**src/common/ctl_list_consts.svh**
```systemverilog
`ifndef CTL_LIST_CONSTS_SVH
`define CTL_LIST_CONSTS_SVH

// register byte offsets
`define OFS_HEAD_DESC 8'h20
`define OFS_CURRENT_DESC 8'h24
`define OFS_OPERATING_CONTROL 8'h40
`define OFS_COMMAND_STATUS 8'h44

// pointer field sits in bits 31..4, bits 3..0 reserved
`define PTR_FIELD_LSB 4
`define PTR_FIELD_W 28
`define PTR_RSVD_VALUE 4'h0

// control bits
`define CTRL_LIST_ENABLE_BIT 0
`define STAT_LIST_FILLED_BIT 1

// reset values
`define RESET_PTR 28'h0000000
`define RESET_ENABLE 1'b0
`define RESET_FILLED 1'b0

// bus answers
`define HRESP_OKAY 1'b0
`define HTRANS_NONSEQ_BIT 1

`endif

```
**src/common/ctl_list_pkg.sv**
```systemverilog
package ctl_list_pkg;

    // one captured address phase of the register bus
    typedef struct packed {
        logic valid;
        logic write;
        logic [7:0] addr;
    } bus_req_t;

    // report from the list walker that a descriptor has been served
    typedef struct packed {
        logic done;
        logic [27:0] next_ptr;
    } advance_t;

endpackage : ctl_list_pkg

```
**src/rtl/ahb_addr_capture.sv**
```systemverilog
`timescale 1ns/1ps
`include "ctl_list_consts.svh"

module ahb_addr_capture (
    // clock and reset
    input wire logic hclk,
    input wire logic hresetn,
    // address phase
    input wire logic hsel,
    input wire logic [7:0] haddr,
    input wire logic [1:0] htrans,
    input wire logic hwrite,
    input wire logic hready,
    // held request for the data phase
    output ctl_list_pkg::bus_req_t req
);

    wire logic accept;

    assign accept = hsel & hready & htrans[`HTRANS_NONSEQ_BIT];

    always_ff @(posedge hclk or negedge hresetn) begin
        if (!hresetn) begin
            req <= '0;
        end else if (hready) begin
            req.valid <= accept;
            req.write <= hwrite;
            req.addr <= haddr;
        end
    end

endmodule : ahb_addr_capture

```
**src/rtl/ptr_register.sv**
```systemverilog
`timescale 1ns/1ps
`include "ctl_list_consts.svh"

module ptr_register #(
    parameter int W = `PTR_FIELD_W
) (
    // clock and reset
    input wire logic hclk,
    input wire logic hresetn,
    // loads, first one wins
    input wire logic load_hi,
    input wire logic [W-1:0] data_hi,
    input wire logic load_lo,
    input wire logic [W-1:0] data_lo,
    // held pointer
    output logic [W-1:0] ptr
);

    wire logic [W-1:0] next_ptr;

    assign next_ptr = load_hi ? data_hi : (load_lo ? data_lo : ptr);

    always_ff @(posedge hclk or negedge hresetn) begin
        if (!hresetn) begin
            ptr <= W'(`RESET_PTR);
        end else begin
            ptr <= next_ptr;
        end
    end

endmodule : ptr_register

```
**src/rtl/control_list_current_pointer.sv**
```systemverilog
// Notes on behaviour
// - current descriptor register is readable at offset 24h
// - pointer in bits 31..4, bits 3..0 reserved and read zero
// - after a descriptor is served, pointer moves to the next one
// - new frame does not touch the pointer; walking resumes there
// - at list end: if filled flag set, copy head, clear the flag
// - while enabled, software only reads the live pointer value
// - pointer resets to zero, meaning end of list
// - head pointer loads from the communication area at init
//
// Design decision made here: the AHB-Lite slave port.
`timescale 1ns/1ps
`include "ctl_list_consts.svh"

module control_list_current_pointer (
    // clock and reset
    input wire logic hclk,
    input wire logic hresetn,
    // ahb-lite slave
    input wire logic hsel,
    input wire logic [7:0] haddr,
    input wire logic [1:0] htrans,
    input wire logic hwrite,
    input wire logic [2:0] hsize,
    input wire logic [31:0] hwdata,
    input wire logic hready,
    output logic hreadyout,
    output logic [31:0] hrdata,
    output logic hresp,
    // list walker
    input wire ctl_list_pkg::advance_t advance,
    input wire logic frame_start,
    // controller initialisation
    input wire logic init_load,
    input wire logic [27:0] hca_head_ptr,
    // state seen by the walker
    output logic [27:0] current_ptr,
    output logic list_end,
    output logic list_enable,
    output logic list_filled
);

    ctl_list_pkg::bus_req_t req;
    logic [27:0] head_ptr;
    logic [27:0] cur_q;
    logic enable_q;
    logic filled_q;

    wire logic accept;
    wire logic wr_phase;
    wire logic wr_head;
    wire logic wr_cur;
    wire logic wr_ctrl;
    wire logic wr_stat;
    wire logic at_end;
    wire logic reload;
    wire logic step;
    wire logic cur_load_hi;
    wire logic [27:0] cur_data_hi;
    wire logic set_filled;
    wire logic next_filled;
    wire logic [31:0] cur_word;
    wire logic [31:0] head_word;
    wire logic [31:0] next_rdata;

    ahb_addr_capture u_capture (
        .hclk(hclk),
        .hresetn(hresetn),
        .hsel(hsel),
        .haddr(haddr),
        .htrans(htrans),
        .hwrite(hwrite),
        .hready(hready),
        .req(req)
    );

    // write decode, done in the data phase when hwdata stands
    assign accept = hsel & hready & htrans[`HTRANS_NONSEQ_BIT];
    assign wr_phase = req.valid & req.write;
    assign wr_head = wr_phase & (req.addr == `OFS_HEAD_DESC);
    // write gate
    // current pointer writes while enabled are dropped so the walker never races software
    assign wr_cur = wr_phase & (req.addr == `OFS_CURRENT_DESC) & ~enable_q;
    assign wr_ctrl = wr_phase & (req.addr == `OFS_OPERATING_CONTROL);
    assign wr_stat = wr_phase & (req.addr == `OFS_COMMAND_STATUS);

    assign at_end = (cur_q == 28'h0000000);
    assign reload = enable_q & at_end & filled_q;
    assign step = enable_q & advance.done & ~reload;
    assign cur_load_hi = wr_cur | reload;
    assign cur_data_hi = wr_cur ?
        hwdata[31:`PTR_FIELD_LSB] : head_ptr;

    // frame start
    // frame_start feeds no load, so the walk resumes where it stopped
    ptr_register #(
        .W(`PTR_FIELD_W)
    ) u_current (
        .hclk(hclk),
        .hresetn(hresetn),
        .load_hi(cur_load_hi),
        .data_hi(cur_data_hi),
        .load_lo(step),
        .data_lo(advance.next_ptr),
        .ptr(cur_q)
    );

    ptr_register #(
        .W(`PTR_FIELD_W)
    ) u_head (
        .hclk(hclk),
        .hresetn(hresetn),
        .load_hi(init_load),
        .data_hi(hca_head_ptr),
        .load_lo(wr_head),
        .data_lo(hwdata[31:`PTR_FIELD_LSB]),
        .ptr(head_ptr)
    );

    // flag clear on reload
    // a software set in the same cycle wins over the hardware clear
    assign set_filled = wr_stat & hwdata[`STAT_LIST_FILLED_BIT];
    assign next_filled = set_filled | (filled_q & ~reload);

    always_ff @(posedge hclk or negedge hresetn) begin
        if (!hresetn) begin
            enable_q <= `RESET_ENABLE;
            filled_q <= `RESET_FILLED;
        end else begin
            if (wr_ctrl) begin
                enable_q <= hwdata[`CTRL_LIST_ENABLE_BIT];
            end
            filled_q <= next_filled;
        end
    end

    assign cur_word = {cur_q, `PTR_RSVD_VALUE};
    assign head_word = {head_ptr, `PTR_RSVD_VALUE};

    // live value read
    // sampled at the address phase; unmapped offsets read zero
    assign next_rdata =
        (haddr == `OFS_CURRENT_DESC) ? cur_word :
        (haddr == `OFS_HEAD_DESC) ? head_word :
        (haddr == `OFS_OPERATING_CONTROL) ?
            {31'h00000000, enable_q} :
        (haddr == `OFS_COMMAND_STATUS) ?
            {30'h00000000, filled_q, 1'b0} :
        32'h00000000;

    always_ff @(posedge hclk or negedge hresetn) begin
        if (!hresetn) begin
            hreadyout <= 1'b0;
            hrdata <= 32'h00000000;
            hresp <= `HRESP_OKAY;
        end else begin
            hreadyout <= 1'b1;
            hresp <= `HRESP_OKAY;
            if (accept & ~hwrite) begin
                hrdata <= next_rdata;
            end
        end
    end

    always_ff @(posedge hclk or negedge hresetn) begin
        if (!hresetn) begin
            current_ptr <= `RESET_PTR;
            list_end <= 1'b1;
            list_enable <= `RESET_ENABLE;
            list_filled <= `RESET_FILLED;
        end else begin
            current_ptr <= cur_q;
            list_end <= at_end;
            list_enable <= enable_q;
            list_filled <= filled_q;
        end
    end

    // checks

    chk_read_live: assert property (
        @(posedge hclk) disable iff (!hresetn)
        (accept && !hwrite && haddr == `OFS_CURRENT_DESC)
        |=> hrdata == {$past(cur_q), `PTR_RSVD_VALUE}
    ) else $error("current pointer read does not match live value");

    chk_reserved_zero: assert property (
        @(posedge hclk) disable iff (!hresetn)
        (accept && !hwrite && haddr == `OFS_CURRENT_DESC)
        ##1 hreadyout |-> hrdata[3:0] == 4'h0
    ) else $error("reserved pointer bits read nonzero");

    chk_advance_next: assert property (
        @(posedge hclk) disable iff (!hresetn)
        (enable_q && advance.done && !reload)
        |=> cur_q == $past(advance.next_ptr)
    ) else $error("pointer did not advance to next descriptor");

    chk_reload_head: assert property (
        @(posedge hclk) disable iff (!hresetn)
        reload |=> cur_q == $past(head_ptr) ##1 current_ptr == $past(head_ptr, 2)
    ) else $error("end of list did not reload head pointer");

    chk_reload_clears: assert property (
        @(posedge hclk) disable iff (!hresetn)
        (reload && !set_filled) |=> !filled_q ##1 !list_filled
    ) else $error("filled flag not cleared after reload");

    chk_idle_end: assert property (
        @(posedge hclk) disable iff (!hresetn)
        (enable_q && at_end && !filled_q && !advance.done && !wr_ctrl)
        |=> at_end
    ) else $error("pointer left end of list without filled flag");

    chk_frame_resume: assert property (
        @(posedge hclk) disable iff (!hresetn)
        (frame_start && !cur_load_hi && !step) |=> $stable(cur_q)
    ) else $error("frame start moved the pointer");

    chk_write_blocked: assert property (
        @(posedge hclk) disable iff (!hresetn)
        (wr_phase && req.addr == `OFS_CURRENT_DESC && enable_q
            && !reload && !step) |=> $stable(cur_q)
    ) else $error("pointer written while list enabled");

    chk_write_taken: assert property (
        @(posedge hclk) disable iff (!hresetn)
        wr_cur |=> cur_q == $past(hwdata[31:4])
    ) else $error("pointer write while disabled was lost");

    chk_init_head: assert property (
        @(posedge hclk) disable iff (!hresetn)
        init_load |=> head_ptr == $past(hca_head_ptr)
    ) else $error("head pointer not loaded at init");

    chk_bus_okay: assert property (
        @(posedge hclk) disable iff (!hresetn)
        $past(hresetn) |-> hreadyout && hresp == `HRESP_OKAY
    ) else $error("bus answer not ready and okay");

    chk_reset_zero: assert property (
        @(posedge hclk)
        !hresetn ##1 !hresetn |-> cur_q == 28'h0000000 && list_end
    ) else $error("pointer not zero during reset");

    chk_disabled_hold: assert property (
        @(posedge hclk) disable iff (!hresetn)
        (!enable_q && !wr_cur) |=> $stable(cur_q)
    ) else $error("pointer moved while list disabled");

    chk_flag_set: assert property (
        @(posedge hclk) disable iff (!hresetn)
        set_filled |=> filled_q
    ) else $error("software set of filled flag was lost");

    chk_head_write: assert property (
        @(posedge hclk) disable iff (!hresetn)
        (wr_head && !init_load) |=> head_ptr == $past(hwdata[31:4])
    ) else $error("head pointer write was lost");

    chk_enable_mirror: assert property (
        @(posedge hclk) disable iff (!hresetn)
        1'b1 |=> list_enable == $past(enable_q)
    ) else $error("list enable output does not follow control");

    chk_end_mirror: assert property (
        @(posedge hclk) disable iff (!hresetn)
        list_end == (current_ptr == 28'h0000000)
    ) else $error("end of list output does not match pointer");

    cov_reload: cover property (
        @(posedge hclk) disable iff (!hresetn) reload
    );

    cov_advance_then_end: cover property (
        @(posedge hclk) disable iff (!hresetn)
        step ##1 at_end && enable_q
    );

    cov_blocked_write: cover property (
        @(posedge hclk) disable iff (!hresetn)
        wr_phase && req.addr == `OFS_CURRENT_DESC && enable_q
    );

    cov_set_beats_clear: cover property (
        @(posedge hclk) disable iff (!hresetn) reload && set_filled
    );

    // hsize unused: only whole-word single transfers reach this block
    wire logic unused_size;
    assign unused_size = ^hsize;

endmodule : control_list_current_pointer

```
**config.mk**
```make
export PLATFORM = sky130hd
export DESIGN_NAME = control_list_current_pointer
export DESIGN_NICKNAME = d
export VERILOG_FILES = /design/src/common/ctl_list_pkg.sv /design/src/rtl/ahb_addr_capture.sv /design/src/rtl/ptr_register.sv /design/src/rtl/control_list_current_pointer.sv
export VERILOG_INCLUDE_DIRS = /design/src /design/src/common
export SDC_FILE = /design/constraint.sdc
export NUM_CORES = 1
export LEC_CHECK = 0
export BUFFER_PORTS_ARGS = -buffer_cell sky130_fd_sc_hd__buf_2
export CAP_MARGIN = 5
export CORE_ASPECT_RATIO = 0.75
export CORE_MARGIN = 2
export CORE_UTILIZATION = 45
export DETAILED_ROUTE_END_ITERATION = 10
export PLACE_DENSITY = 0.71
export SETUP_SLACK_MARGIN = 0.4
export SLEW_MARGIN = 20
export SYNTH_ARGS = -nofsm -noshare
export SYNTH_HDL_FRONTEND = slang
export SYNTH_SLANG_ARGS = --single-unit
```
**constraint.sdc**
```tcl
create_clock -name hclk -period 2.7 [get_ports hclk]
set_clock_uncertainty 0.05 [all_clocks]
set_input_delay 0.405 -clock hclk [delete_from_list [all_inputs] [get_ports hclk]]
set_output_delay 0.405 -clock hclk [all_outputs]
set_load 0.05 [all_outputs]
```
==> impl_metrics.tcl <==
set metrics [dict create \
    firstDrtPassIters 5 \
    synth_warnings 0 \
    regArea_um2 3250 \
    max_cap_violations 0 \
    via_count 4683 \
    cts_root_buf "clkbuf_16" \
    grt_pass1_wl_um 24700 \
    nets 771 \
    clock_latency_ps 420 \
    p_per_area_nw_per_um2 698 \
    antenna_found_initial 1 \
    finalHoldViolCount 0 \
    start_util_pct 45.7 \
    design_area_um2 7430 \
    yosysUniqueCellTypes 35 \
    fin_crit_sh_pct 82.4 \
    io-pin-count 174 \
    grt_pass1_vias 4627 \
    ys_seq_area_share_pct 55.5 \
    core_um2 12800 \
    netSwitchingFraction_pct 26.5 \
    multi_input_area_um2 2410 \
    syn_inst 506 \
    clkPwrFrac_pct 44.1 \
    drtAntennaViolNets 0 \
    power.switching_mw 1.38 \
    fin_util_pct 57.9 \
    fmax_mhz 450 \
    synth-seq-cells 130 \
    place_congestion 0.824 \
    holdWs_ps 170 \
    track_usage_pct 23.7 \
    die_height_um 103 \
    grt_overflow 0 \
    netlist.area_leader.share_pct 55.1 \
    cp.arrival_ps 2490 \
    dpl_cell_area_um2 6790 \
    syn_area_um2 5860 \
    drive_above_1_share_pct 36.3 \
    cp-end-kind "flip-flop" \
    synth-xor-area-share_pct 0 \
    peakVddDrop_uv 520 \
    yosys.area_share.simple_pct 12.2 \
    cts_tree "done" \
    setup_tns_ps 0 \
    seqPwrFrac_pct 42.8 \
    tightestPinTransition_ps 591 \
    min_path_type "primary input to flip-flop" \
    nFillCells 1071 \
    dieArea_um2 14000 \
    htree_levels 4 \
    worstSetupStartpointType "flip-flop" \
    maxSlewHeadroom_pct 60.6 \
    cts_setup_buffers 0 \
    via_per_inst 5.53 \
    path_max_fanout 28 \
    final_cell_mix "162 x buf_2, 129 x dfrtp_1, 84 x mux2i_1, 62 x nand2_1, 59 x o21ai_0" \
    intPower_mw 3.81 \
    synth_top_family_by_area "multiplexers" \
    rsz0062_at_grt "yes" \
    yosys-top-cells-area "dfrtp_1 55%, mux2i_1 14%, a311oi_2 5.4%" \
    mostFrequentLayoutCell "buf_2" \
    portBuffers 163 \
    slew_violations 0 \
    cts_inserted_buffers 17 \
    clk_pin_slew_ps 60 \
    synthMuxAreaShare_pct 16.1 \
    postSynthAreaPerCell_um2 11.6 \
    die_w_um 136 \
    drt_iter0_markers 281 \
    synth_compound_area_share_pct 12.0 \
    crit_required_ps 2970 \
    leakagePower_nw 3.58 \
    clockBufferDepth 2 \
    setup_violations 0 \
    area_growth_pct 26.7 \
    detail_route.wl_per_cell_um 19.4 \
    pwr-share-comb_pct 13.1 \
    rows 36 \
    path_class "flip-flop to flip-flop" \
    synth_top_cell_by_area "dfrtp_1" \
    drc 0 \
    min_period_ps 2220 \
    synthAdderAreaFrac_pct 0 \
    cts_sinks 130 \
    status "complete, no violations" \
    routed_wl_um 16500 \
    hpwl_um 10400 \
    grt_max_degree 61 \
]
cell type report:
class	count	area share, %
Antenna cell	1	0.0337
Multi-Input combinational cell	334	32.5
Timing Repair Buffer	176	12.6
Sequential cell	130	43.8
Tap cell	171	2.88
Clock buffer	24	6.62
Clock inverter	8	1.36
Inverter	3	0.152
Yosys cell counts, drive strengths merged:
cell    count
conb        2
or3b        1
nor3        2
mux2i      84
dfstp       1
nor2       28
o31ai       1
nand2      63
or2         1
or4bb       1
o21ai      59
o31a        1
nand4       1
nand3b      3
or3         2
o41ai       2
clkbuf     23
mux2        9
inv         3
nor4       36
and2        1
nand4b      2
nand3       1
nand2b      1
or4         2
dfrtp     129
a311oi     28
buf        19
stage by stage:
step / setup WS [ps] / std cells / total power [mW]
2_1_floorplan: 680 / 508 / 2.66
3_3_place_gp: 326 / 812 / 2.91
3_5_place_dp: 288 / 812 / 2.93
4_1_cts: 399 / 845 / 5.22
5_1_grt: 395 / 846 / 5.39
6_report: 476 / 847 / 5.19
cells by family (layout without fill, tap and decap cells):
logic type	Yosys count	count (layout)
flip-flops	130	130
multiplexers	93	93
AND/OR/NAND/NOR	145	146
buffers and inverters	45	211
other	2	5
AO/OA/AOI/OAI	91	91
metal layers:
metal,track usage (%),wire [µm],share of wire (%),vias up
met2,36.9,7610,46,194
met3,5.75,1170,7.1,21
li1,-,-,-,2166
met4,8.57,263,1.6,0
met1,32.7,7420,45,2302
met5,0,0,0,-
power groups by stage:
stage | logic, mW | registers (mW) | clock network [mW]
after global placement | 0.664 | 2.24 | 0
after detailed placement | 0.677 | 2.25 | 0
after floorplan | 0.269 | 2.39 | 0
final | 0.678 | 2.22 | 2.29
after global routing | 0.729 | 2.24 | 2.42
after CTS | 0.683 | 2.22 | 2.31
state kept, by name (all words and copies together) (netlist names):
name and count:
current_ptr 28, enable_q 1, filled_q 1, hrdata 30, hreadyout 1, list_enable 1
list_end 1, list_filled 1, u_capture.req 10, u_current.ptr 28, u_head.ptr 28
final timing paths:
| path | startpoint | endpoint | slack (ps) | depth (start not counted) |
|---|---|---|---|---|
| worst max-delay path | u_capture.req[0] | u_current.ptr[4] | 480 | 3 |
| worst min-delay path | hwdata[0] | enable_q | 170 | 3 |
| worst max register to register | u_capture.req[0] | u_current.ptr[4] | 480 | 3 |
| worst min register to register | filled_q | list_filled | 380 | 0 |
| max in group asynchronous | hresetn | list_end | 1360 | 3 |
| min in group asynchronous | hresetn | enable_q | 500 | 2 |
timing repair:
action	CTS	global route
endpoints found under the setup margin	35	28
pin swaps	1	1
resized for setup	2	4
hold endpoints to repair	58	0
hold buffers	1	0
cloned	0	1
worst max-delay path, cell delays in order, from the launching register on:
cell      delay [ps]
dfrtp_1          370
or4_1            710
or3_4            690
a311oi_1         300
No activity file was read; power rests on OpenSTA's default activity.
